[src/rtl/rcr_pkg.sv]
// Package with register map, keys and timing constants of the reset unit
package rcr_pkg;
   localparam logic [31:0] PIN_RETENTION_CONFIG_ADDR = 32'h4000_2408; // Pin and logic-array retention
   localparam logic [31:0] RETENTION_UNLOCK_KEY_ADDR = 32'h4000_240c; // Unlock key register
   localparam logic [31:0] RESET_CAUSE_STATUS_ADDR = 32'h4000_2440; // Reset cause flags, W1C
   localparam logic [31:0] ANALOG_DIE_RETENTION_CONFIG_ADDR = 32'h4008_2c34; // Analog die retention
   localparam logic [15:0] REG_RESET = 16'h0000; // Reset value of the read data register
   localparam logic [15:0] UNLOCK_KEY_FIRST = 16'h2009; // First unlock word
   localparam logic [15:0] UNLOCK_KEY_SECOND = 16'h0426; // Second unlock word
   localparam logic [15:0] CORE_RESET_KEY = 16'h05fa; // Key in upper half of core reset control
   localparam int KEY_SHIFT = 16; // Position of the core reset key
   localparam int SOFTWARE_RESET_BIT = 3; // Cause flag positions
   localparam int WATCHDOG_RESET_BIT = 2;
   localparam int PIN_RESET_BIT = 1;
   localparam int POWER_ON_RESET_BIT = 0;
   localparam int KEEP_STATE_BIT = 0; // Retention select bit in both configs
   localparam longint WDOG_TIMEOUT_S = 32; // Default watchdog timeout, seconds
   localparam longint CLOCK_HZ = 100_000_000; // ref_clk rate
   localparam longint WDOG_TIMEOUT_CYCLES = WDOG_TIMEOUT_S * CLOCK_HZ; // Timeout in cycles
   // Unlock sequence states
   typedef enum logic [1:0] {RCR_LOCKED, RCR_HALF, RCR_OPEN} rcr_lock_t;
endpackage : rcr_pkg

[src/rtl/rcr_if.sv]
// Interface joining the reset unit and the core / bus side
`timescale 1ns/100ps
interface rcr_if;
   logic busWrite; // Bus write strobe, one cycle
   logic busRead; // Bus read strobe, one cycle
   logic [31:0] busAddr; // Byte address
   logic [15:0] busWdata; // Write data
   logic [15:0] busRdata; // Read data, registered
   logic busRvalid; // Read data valid, one cycle
   logic coreResetWrite; // Core writes reset control register
   logic [31:0] coreResetData; // Full word written to that register
   modport device (input busWrite, busRead, busAddr, busWdata, coreResetWrite, coreResetData,
                   output busRdata, busRvalid);
   modport host (output busWrite, busRead, busAddr, busWdata, coreResetWrite, coreResetData,
                 input busRdata, busRvalid);
endinterface : rcr_if

[src/rtl/rcr_reset_unit.sv]
// Device end: reset sources, cause status, retention controls and unlock key
// What this block does
// - Four sources: pin, power-on, watchdog, software
// - Software reset needs 0x05FA in upper half
// - Analog state kept across soft resets by default
// - Pins and logic array kept; 0x1 resets them
// - Pin config write accepted only after two key words; analog config needs no key
// - Software writes config immediately after second key
// - Any other write relocks the key
// - Cause kept until software or a power-on reset clears it
// - Bits 3,2,1,0 soft,watchdog,pin,power-on; W1C
// - Analog bit0: 0 keeps, 1 resets
// - With retention, only pin/power-on clear retained state
// - Watchdog enabled after reset, about 32 seconds
// - Software should disable watchdog when not needed
`timescale 1ns/100ps
module rcr_reset_unit #(
   parameter longint WdogTimeoutCycles = rcr_pkg::WDOG_TIMEOUT_CYCLES
) (
   input wire logic ref_clk,
   input wire logic rst_n,
   rcr_if.device bus,
   input wire logic powerOnReset_n,
   input wire logic pinReset_n,
   input wire logic watchdogDisable,
   input wire logic watchdogKick,
   output logic systemReset,
   output logic retainedReset,
   output logic pinLogicReset,
   output logic analogDieReset,
   output logic sramValid,
   output logic watchdogEnabled
);
   // All state of the device end
   typedef struct packed {
      logic [3:0] cause; // Reset cause flags
      logic pinKeep; // Pin and logic-array retention select
      logic analogKeep; // Analog die retention select
      rcr_pkg::rcr_lock_t lock; // Unlock sequence position
      logic [15:0] rdata; // Read data
      logic rvalid; // Read answer strobe
      logic [35:0] wdogCount; // Watchdog counter
      logic wdogOn; // Watchdog enabled
      logic sysRst; // System reset pulse
      logic retRst; // Reset of retained state
      logic pinRst; // Pin and logic-array reset
      logic anaRst; // Analog die reset
      logic sramOk; // SRAM contents valid
      logic pending; // Internal reset request pending
      logic [1:0] pendKind; // 2: soft, 3: watchdog
   } rcr_state_t;
   rcr_state_t st;
   rcr_state_t next_st;
   logic softReq; // Core reset request with key
   logic wdogFire; // Watchdog timeout
   logic hardReset; // Pin or power-on reset
   // Software, watchdog and hard reset decode
   always_comb begin
      softReq = bus.coreResetWrite && (bus.coreResetData[31:rcr_pkg::KEY_SHIFT] == rcr_pkg::CORE_RESET_KEY);
      wdogFire = st.wdogOn && (st.wdogCount == 36'(WdogTimeoutCycles - 1));
      hardReset = !powerOnReset_n || !pinReset_n || !rst_n;
   end
   // Next-state logic
   always_comb begin
      next_st = st;
      next_st.rvalid = 1'b0;
      next_st.sysRst = 1'b0;
      next_st.retRst = 1'b0;
      next_st.pinRst = 1'b0;
      next_st.anaRst = 1'b0;
      // Watchdog counts while enabled
      if (watchdogDisable) begin
         next_st.wdogOn = 1'b0;
         next_st.wdogCount = '0;
      end else if (watchdogKick || wdogFire) begin
         next_st.wdogCount = '0;
      end else if (st.wdogOn) begin
         next_st.wdogCount = st.wdogCount + 36'h1;
      end
      // Bus writes
      if (bus.busWrite) begin
         if (bus.busAddr == rcr_pkg::RETENTION_UNLOCK_KEY_ADDR) begin
            // Key sequence tracking
            if (bus.busWdata == rcr_pkg::UNLOCK_KEY_FIRST) begin
               next_st.lock = rcr_pkg::RCR_HALF;
            end else if (bus.busWdata == rcr_pkg::UNLOCK_KEY_SECOND && st.lock == rcr_pkg::RCR_HALF) begin
               next_st.lock = rcr_pkg::RCR_OPEN;
            end else begin
               next_st.lock = rcr_pkg::RCR_LOCKED;
            end
         end else if (bus.busAddr == rcr_pkg::PIN_RETENTION_CONFIG_ADDR) begin
            // Accepted only when open, then relock
            if (st.lock == rcr_pkg::RCR_OPEN) begin
               next_st.pinKeep = bus.busWdata[rcr_pkg::KEEP_STATE_BIT];
            end
            next_st.lock = rcr_pkg::RCR_LOCKED;
         end else begin
            next_st.lock = rcr_pkg::RCR_LOCKED;
            if (bus.busAddr == rcr_pkg::ANALOG_DIE_RETENTION_CONFIG_ADDR) begin
               next_st.analogKeep = bus.busWdata[rcr_pkg::KEEP_STATE_BIT];
            end else if (bus.busAddr == rcr_pkg::RESET_CAUSE_STATUS_ADDR) begin
               next_st.cause = st.cause & ~bus.busWdata[3:0];
            end
         end
      end
      // Bus reads
      if (bus.busRead) begin
         next_st.rvalid = 1'b1;
         if (bus.busAddr == rcr_pkg::PIN_RETENTION_CONFIG_ADDR) begin
            next_st.rdata = {15'h0000, st.pinKeep};
         end else if (bus.busAddr == rcr_pkg::RETENTION_UNLOCK_KEY_ADDR) begin
            next_st.rdata = {14'h0000, st.lock};
         end else if (bus.busAddr == rcr_pkg::RESET_CAUSE_STATUS_ADDR) begin
            next_st.rdata = {12'h000, st.cause};
         end else if (bus.busAddr == rcr_pkg::ANALOG_DIE_RETENTION_CONFIG_ADDR) begin
            next_st.rdata = {15'h0000, st.analogKeep};
         end else begin
            next_st.rdata = 16'h0000;
         end
      end
      // Soft reset request latched, applied next cycle
      if (softReq || wdogFire) begin
         next_st.pending = 1'b1;
         next_st.pendKind = softReq ? 2'h2 : 2'h3;
      end
      if (st.pending) begin
         next_st.pending = 1'b0;
         next_st.sysRst = 1'b1;
         next_st.lock = rcr_pkg::RCR_LOCKED;
         next_st.wdogOn = 1'b1;
         next_st.wdogCount = '0;
         next_st.rvalid = 1'b0;
         // Set wins over any clear this cycle
         if (st.pendKind == 2'h2) begin
            next_st.cause[rcr_pkg::SOFTWARE_RESET_BIT] = 1'b1;
         end else begin
            next_st.cause[rcr_pkg::WATCHDOG_RESET_BIT] = 1'b1;
         end
         next_st.pinRst = st.pinKeep;
         next_st.anaRst = st.analogKeep;
      end
      // Hard resets override most state; power-on also replaces the cause flags
      if (hardReset) begin
         next_st.pinKeep = 1'b0;
         next_st.analogKeep = 1'b0;
         next_st.lock = rcr_pkg::RCR_LOCKED;
         next_st.rdata = rcr_pkg::REG_RESET;
         next_st.rvalid = 1'b0;
         next_st.wdogOn = 1'b1;
         next_st.wdogCount = '0;
         next_st.pending = 1'b0;
         next_st.pendKind = 2'h0;
         next_st.sysRst = 1'b1;
         next_st.retRst = 1'b1;
         next_st.pinRst = 1'b1;
         next_st.anaRst = 1'b1;
         if (!powerOnReset_n || !rst_n) begin
            next_st.cause = 4'h1 << rcr_pkg::POWER_ON_RESET_BIT;
            next_st.sramOk = 1'b0;
         end else begin
            next_st.cause[rcr_pkg::PIN_RESET_BIT] = 1'b1;
         end
      end else if (st.sysRst && !st.pending) begin
         next_st.sramOk = 1'b1;
      end
   end
   // State register
   always_ff @(posedge ref_clk) begin
      st <= next_st;
   end
   // Outputs straight from state
   assign systemReset = st.sysRst;
   assign retainedReset = st.retRst;
   assign pinLogicReset = st.pinRst;
   assign analogDieReset = st.anaRst;
   assign sramValid = st.sramOk;
   assign watchdogEnabled = st.wdogOn;
   assign bus.busRdata = st.rdata;
   assign bus.busRvalid = st.rvalid;
endmodule : rcr_reset_unit

[src/flat_wrapper.sv]
// flat-port wrapper written by rule: the top's interface ports become plain ports
module rcr_reset_unit_flat 
#(
   parameter longint WdogTimeoutCycles = rcr_pkg::WDOG_TIMEOUT_CYCLES
)
  (ref_clk, rst_n, powerOnReset_n, pinReset_n, watchdogDisable, watchdogKick, systemReset, retainedReset, pinLogicReset, analogDieReset, sramValid, watchdogEnabled, bus_busWrite, bus_busRead, bus_busAddr, bus_busWdata, bus_coreResetWrite, bus_coreResetData, bus_busRdata, bus_busRvalid);
  rcr_if bus_i ();
  input wire logic ref_clk;
  input wire logic rst_n;
  input wire logic powerOnReset_n;
  input wire logic pinReset_n;
  input wire logic watchdogDisable;
  input wire logic watchdogKick;
  output logic systemReset;
  output logic retainedReset;
  output logic pinLogicReset;
  output logic analogDieReset;
  output logic sramValid;
  output logic watchdogEnabled;
  input wire logic [$bits(bus_i.busWrite)-1:0] bus_busWrite;
  input wire logic [$bits(bus_i.busRead)-1:0] bus_busRead;
  input wire logic [$bits(bus_i.busAddr)-1:0] bus_busAddr;
  input wire logic [$bits(bus_i.busWdata)-1:0] bus_busWdata;
  input wire logic [$bits(bus_i.coreResetWrite)-1:0] bus_coreResetWrite;
  input wire logic [$bits(bus_i.coreResetData)-1:0] bus_coreResetData;
  output wire logic [$bits(bus_i.busRdata)-1:0] bus_busRdata;
  output wire logic [$bits(bus_i.busRvalid)-1:0] bus_busRvalid;
  assign bus_i.busWrite = bus_busWrite;
  assign bus_i.busRead = bus_busRead;
  assign bus_i.busAddr = bus_busAddr;
  assign bus_i.busWdata = bus_busWdata;
  assign bus_i.coreResetWrite = bus_coreResetWrite;
  assign bus_i.coreResetData = bus_coreResetData;
  assign bus_busRdata = bus_i.busRdata;
  assign bus_busRvalid = bus_i.busRvalid;
  rcr_reset_unit #(.WdogTimeoutCycles(WdogTimeoutCycles)) u_core (.ref_clk(ref_clk), .rst_n(rst_n), .bus(bus_i), .powerOnReset_n(powerOnReset_n), .pinReset_n(pinReset_n), .watchdogDisable(watchdogDisable), .watchdogKick(watchdogKick), .systemReset(systemReset), .retainedReset(retainedReset), .pinLogicReset(pinLogicReset), .analogDieReset(analogDieReset), .sramValid(sramValid), .watchdogEnabled(watchdogEnabled));
endmodule
[config.mk]
export PLATFORM = sky130hd
export DESIGN_NAME = rcr_reset_unit_flat
export DESIGN_NICKNAME = d
export VERILOG_FILES = /design/src/rtl/rcr_pkg.sv /design/src/rtl/rcr_if.sv /design/src/rtl/rcr_reset_unit.sv /design/src/flat_wrapper.sv
export SDC_FILE = /design/constraint.sdc
export NUM_CORES = 1
export LEC_CHECK = 0
export CAP_MARGIN = 5
export CELL_PAD_IN_SITES_DETAIL_PLACEMENT = 1
export CELL_PAD_IN_SITES_GLOBAL_PLACEMENT = 2
export CORE_ASPECT_RATIO = 0.5
export CORE_UTILIZATION = 35
export CTS_CLUSTER_DIAMETER = 100
export DETAILED_ROUTE_END_ITERATION = 12
export DONT_BUFFER_PORTS = 1
export PLACE_DENSITY = 0.87
export SLEW_MARGIN = 20
export SYNTH_ARGS = -nofsm -noshare
export SYNTH_HDL_FRONTEND = slang
export SYNTH_SLANG_ARGS = --single-unit
[constraint.sdc]
create_clock -name ref_clk -period 2.7 [get_ports ref_clk]
set_input_delay 0.54 -clock ref_clk [delete_from_list [all_inputs] [get_ports ref_clk]]
set_output_delay 0.54 -clock ref_clk [all_outputs]
set_load 0.03 [all_outputs]
* Word-level counts from Yosys, hierarchy flattened
Cells that the tools add are included.
** Storage, ports and cells
- Latch bits :: 0
- Register bits after elaboration :: 70
- Bits of input ports :: 89
- Memories kept :: 0
- Output and inout bits :: 23
- ROM bits :: 0
- Memory bits (writable) :: 0
- Word-level logic and storage cells :: 93
** Operators by class
- Equality and inequality tests :: 15
- Divide/modulo/power cells :: 0
- Muxes and demuxes :: 35
- Multiply operators :: 0
- Order comparisons :: 0
- Bitwise operators :: 4
- Shifts and indexed selects :: 0
- Reduce and logical (&&, ||, !) cells :: 22
- Add/subtract/negate cells :: 1
** Operator list (count)
- 32-bit by 31-bit equality test with 1-bit output, second input constant :: 4
- 36-bit two-way mux :: 3
- 66-bit two-way mux :: 1
- 16-bit two-way mux :: 3
- 39-bit two-way mux :: 1
- 36-bit by 1-bit adder with 36-bit output, second input constant :: 1
- 36-bit by 32-bit equality test with 1-bit output, second input constant :: 1
- 16-bit by 11-bit equality test with 1-bit output, second input constant :: 2
- 17-bit two-way mux :: 1
- 16-bit by 14-bit equality test with 1-bit output, second input constant :: 1
- 1-bit two-way mux :: 14
- 2-bit two-way mux :: 7
- 4-bit two-way mux :: 3
- 8-bit two-way mux :: 1
- 4-bit AND reduction :: 2
- 6-bit two-way mux :: 1
- 2-bit by 1-bit inequality test with 1-bit output, second input constant :: 3
- 2-bit nonzero test :: 3
- 1-bit logical OR :: 5
- 5-bit AND reduction :: 1
- 4-bit AND :: 1
- 2-bit equality test, second input constant :: 2
- 1-bit logical AND :: 4
- 1-bit zero test :: 4
- other kinds (7) :: 8

* Depth between registers and ports, before layout
- Depth in word-level cells :: 11
- Depth in mapped cells :: 7
- Mapped depth without buffers :: 6

* Least setup slack after synthesis
Ideal clock, no wire load.
- Path type :: input to register
- Start :: input bus_busAddr[15]
- End :: register u_core.st[67] in the netlist's numbering, enable pin
- Path buffers :: 1
- Library setup time :: 294 ps
- Arrival :: 2048 ps
- Stages on the path :: 6
- Required time :: 2406 ps
- Setup slack :: 357 ps
- Cells stage by stage :: or4b_2 -> nor3_1 -> and4b_1 -> buf_2 -> nand3_1 -> nand2_1
** Between the ends
- Word-level cells in the longest chain between the ends :: 3
- Elaborated cells between the ends (all ways) :: 9
- Those cells by class :: eq/ne: 7; reduce/logical: 2
** RTL lines
- start: declaration :: RTL line flat_wrapper.sv:22 : input wire logic [$bits(bus_i.busAddr)-1:0] bus_busAddr;
- 32-bit by 31-bit equality test with 1-bit output, on equally long branches
- 2-bit by 1-bit inequality test with 1-bit output (no line) / 2-bit nonzero test (equally long branches)
- 5-bit AND reduction (no line) *
- end signal: assignment :: RTL line rcr_reset_unit.sv:169 : st <= next_st;
- end: declaration :: RTL line rcr_reset_unit.sv:52 : rcr_state_t st;
Every way passes the cells marked *; elsewhere a longest branch is shown, timed or not.
A chain may end at the register's enable or synchronous reset.

* Worst setup path in the final report
- Start :: register u_core.st[9] in the netlist's numbering
- End :: register u_core.st[40] in the netlist's numbering
** Between the ends
- Word-level cells in the longest chain between the ends :: 4
- Elaborated cells between the ends (all ways) :: 5
- Those cells by class :: add/sub: 1; eq/ne: 1; reduce/logical: 3
** RTL lines
- parallel branches: the longest is 4 deep, another holds 36-bit by 1-bit adder with 36-bit output
Parallel ways; which one is timed is not known.

==> reports/qor.log <==
qor: job.drv.max_cap_violation_count 0
qor: detailed_routing.postRouteAntennaNets 0
qor: clock_tree.cts_made_buffers 9
qor: power_and_ir_drop.p_sw_share 20.7%
qor: timing.final_hold_violating_endpoints 0
qor: yosys.synth-edff-count 2
qor: power_and_ir_drop.power.share.clock 56.5%
qor: timing.max_clock_freq 401 MHz
qor: global_route.global_route_wire_length_before_repair 12900 µm
qor: detailed_routing.detailedRoute.firstIterationViolations 70
qor: critical_path.cp-start-kind flop
qor: floorplan.effective_utilization_at_floorplan 36.3%
qor: yosys.synth.ff_latch_count 58
qor: clock_tree.cts.reportedPaths.clkPinSlew 0.05 ns
qor: finish.utilization 41.3%
qor: floorplan.die-width 131 µm
qor: min_path.hold_path_class input pin to flop
qor: clock_tree.postCtsHoldBufs 0
qor: critical_path.cp.arrival 2.69 ns
qor: yosys.netlist-cell-type-count 50
qor: timing.actual_slew_at_the_worst_max_slew_pin 0.498 ns
qor: clock_tree.cts_root_buf clkbuf_16
qor: placement.hpwlAfterDp 5910 µm
qor: critical_path.critical_path_class flop to flop
qor: critical_path.critPathMostFrequentCell or4_4
qor: floorplan.core_area 0.00806 mm²
qor: critical_path.reg2reg_depth 6
qor: power_and_ir_drop.worst_ir_drop_vdd 220 µV
qor: critical_path.timing.critical_path.slowest_stage_cell or4_4
qor: timing.final.setup.tns 0 ns
qor: yosys.synth_area 0.00293 mm²
qor: timing.slew_headroom 66.5%
qor: detailed_routing.viasPerCell 5.43
qor: critical_path.timing.reg2reg.setup_slack 0.20 ns
qor: detailed_routing.avgRoutedWirePerCell 17.1 µm
qor: timing.timing_max_transition_violations_final 0
qor: critical_path.stage_delay_of_the_slowest_cell_on_the_critical_path 0.61 ns
qor: power_and_ir_drop.leakage_component_of_the_power 1.13 nW
qor: global_route.track_usage 19.0%
qor: finish.syn2layout_area_growth 13.6%
qor: clock_tree.cts_max_path_buffers 2
qor: placement.dp.cells 446
qor: timing.fin_crit_sh 92.5%
qor: global_route.antenna_found_initial 0
qor: timing.finClkSkew 0.00435 ns
qor: timing.rsz0062_at_grt no
qor: detailed_routing.drtPass1Iterations 6
qor: clock_tree.cts.sink_count 58
qor: clock_tree.clk-insertion-delay-late 0.33 ns
qor: floorplan.die_height 66.7 µm
qor: timing.final_hold_slack 0.334 ns
qor: yosys.synth_cells 337
qor: power_and_ir_drop.p_int 0.00171 W
qor: run_status.status finished clean
qor: floorplan.rows 23
qor: yosys.synth_seq_area_share 40.4%
qor: global_route.number_of_global_route_vias_before_repair 2660
qor: power_and_ir_drop.seqPwrFrac 40.6%
qor: clock_tree.cts_tree yes
qor: finish.finish.net_count 435
qor: detailed_routing.routed_wirelength 7910 µm
qor: critical_path.worstPathRequired 2.90 ns
qor: yosys.synth-warning-count 0
qor: critical_path.critical_path.endpoint_type flop
qor: clock_tree.cts-resized-gates 0
qor: critical_path.worstReg2RegStart u_core.st[9]$_SDFFE_PP0P_
qor: finish.diodes 0
qor: min_path.whs_endpoint u_core.watchdogEnabled$_SDFFE_PP1P_
qor: finish.layout-drive-gt1-share 9.43%
qor: placement.pre_cts_ws 0.125 ns
qor: yosys.synth_area_per_cell 8.68 µm²
qor: timing.final_period_minus_worst_setup_slack 2.50 ns
qor: placement.numPortBuffers 0
qor: power_and_ir_drop.net_load_switching_power 0.000449 W
qor: finish.layout.cells.non_filler 462
qor: floorplan.fp.dieArea 0.00875 mm²
qor: global_route.grt_max_degree 35
qor: timing.setup-violations-final 0
qor: min_path.hp-start watchdogDisable
qor: floorplan.io-pin-count 112
qor: min_path.worst_hold_depth 1
qor: critical_path.worstPathCellList ha_1 > nand3_1 > or4_4 > or4_4 > nand2_4 > nor2_1
qor: clock_tree.setup_repair_bufs_after_cts 0
qor: detailed_routing.drcViolationCount 0
qor: critical_path.r2r-end u_core.st[40]$_SDFFE_PP0P_
qor: power_and_ir_drop.comb_power_share 2.9%
qor: timing.worst_slack 0.203 ns
qor: placement.gp_routability_congestion 0.886
qor: clock_tree.ctsHtreeMaxLevel 3
qor: yosys.synthArstFlopShare 0%
qor: yosys.dominantRegCellSynth dfxtp_1
qor: detailed_routing.vias 2509
qor: critical_path.crit_fanout 34
qor: global_route.globalRoute.totalOverflow 0
qor: power_and_ir_drop.powerDensity 651 mW/mm²
-- routing by layer --
metal / share of wire (%) / vias to the layer above / global-route usage (%)
met2: 52 / 80 / 37.4
met4: 2.1 / 0 / 8.14
met3: 5.2 / 15 / 5.33
met1: 40 / 1212 / 19.4
li1: - / 1202 / -
met5: 0 / - / 0
-- power groups by stage --
stage / logic [W] / clock network (W) / registers (W)
3_3_place_gp: 0.0000597 / 0 / 0.000896
6_report: 0.0000617 / 0.00122 / 0.000879
2_1_floorplan: 0.0000652 / 0 / 0.000896
3_5_place_dp: 0.0000614 / 0 / 0.000896
4_1_cts: 0.0000618 / 0.00124 / 0.000878
5_1_grt: 0.0000663 / 0.00128 / 0.000878
-- sequential cells by signal, summed over array words and instances (netlist names) --
name and cells:
u_core.bus.busRvalid 1, u_core.analogDieReset 1, u_core.retainedReset 1, u_core.st 47, u_core.pinLogicReset 1, u_core.sramValid 1, u_core.systemReset 1, u_core.bus.busRdata 4
u_core.watchdogEnabled 1
-- cell usage after synthesis (8+ instances only) --
| master | instances | share of area, % |
|---|---|---|
| a21oi_1 | 16 | 2.7 |
| buf_4 | 16 | 4.1 |
| dfxtp_1 | 56 | 38 |
| inv_1 | 11 | 1.4 |
| nand2_1 | 26 | 3.3 |
| nand3_1 | 16 | 2.7 |
| nand4_1 | 19 | 4.1 |
| nor2_1 | 40 | 5.1 |
| nor3_1 | 8 | 1.4 |
| o21ai_0 | 14 | 2.4 |
| or3_1 | 9 | 1.9 |
| xnor2_1 | 11 | 3.3 |
| xor2_1 | 15 | 4.5 |
-- worst max-delay path, delay by kind of cell, from the launching register on --
family / cells / cell delay (ns)
simple gates: 5 / 1.77
flops: 1 / 0.37
fa+ha+maj: 1 / 0.22
-- cell usage in the layout, fill, tap and decap left out, types with 2 or more instances in the layout --
cell type | synthesis | final
nor4b_1 | 4 | 4
nand2_1 | 26 | 26
or3_1 | 9 | 9
edfxtp_1 | 2 | 2
and3b_1 | 2 | 2
a41o_1 | 2 | 2
and4b_1 | 2 | 2
or4b_2 | 3 | 3
a21oi_1 | 16 | 16
nor4_1 | 7 | 7
o21ai_0 | 14 | 14
nand4b_1 | 3 | 3
xor2_1 | 15 | 15
nand2b_1 | 3 | 3
nor3_1 | 8 | 8
or4_1 | 3 | 3
and3_1 | 5 | 5
inv_1 | 11 | 11
clkbuf_16 | 0 | 9
or4bb_1 | 2 | 2
and4_1 | 4 | 4
clkinv_2 | 0 | 2
xnor2_1 | 11 | 11
bufinv_16 | 0 | 2
a21o_1 | 2 | 2
or4_4 | 2 | 2
and2_1 | 4 | 4
nor3b_1 | 2 | 2
nor2_1 | 40 | 40
dfxtp_1 | 56 | 56
mux2i_1 | 5 | 5
conb_1 | 1 | 12
nand4_1 | 19 | 19
buf_4 | 16 | 9
nand3_1 | 16 | 16
-- metrics by stage --
step | total power [W] | area [µm²]
after floorplan | 0.000961 | 2970
after global placement | 0.000956 | 3000
final | 0.00216 | 3320
after detailed placement | 0.000957 | 3000
after CTS | 0.00218 | 3320
after global routing | 0.00222 | 3320
-- cells by family after synthesis --
family | after synthesis | share of synthesized area, %
simple gates | 172 | 34.5
flops | 58 | 40.4
compound gates | 39 | 7.74
buf+inv | 35 | 7.40
xor+xnor | 26 | 7.78
mux | 5 | 1.71
fa+ha+maj | 1 | 0.427
other cells | 1 | 0.128
-- worst max-delay path by stage --
stage	start	to	slack, ns	cells past startpoint
floorplan	bus_busAddr[15]	u_core.st[67]$_DFFE_PP_	0.36	6
global placement	bus_busAddr[28]	u_core.st[67]$_DFFE_PP_	0.18	5
detailed placement	bus_busAddr[28]	u_core.st[67]$_DFFE_PP_	0.12	5
CTS	u_core.st[9]$_SDFFE_PP0P_	u_core.st[13]$_SDFFE_PP0P_	0.19	6
global route	u_core.st[9]$_SDFFE_PP0P_	u_core.st[25]$_SDFFE_PP0P_	0.07	6
finish	u_core.st[9]$_SDFFE_PP0P_	u_core.st[40]$_SDFFE_PP0P_	0.20	6
-- area by class of cell --
cell class / instances / area, µm²
fillers: 949 / 4730
multi-input cells: 255 / 1570
flip-flops and latches: 58 / 1180
clock buffers: 11 / 243
well taps: 112 / 140
clock inverters: 5 / 77.6
repair buffers: 9 / 67.6
inverters: 12 / 45.0
(Power assumes the default switching activity.)
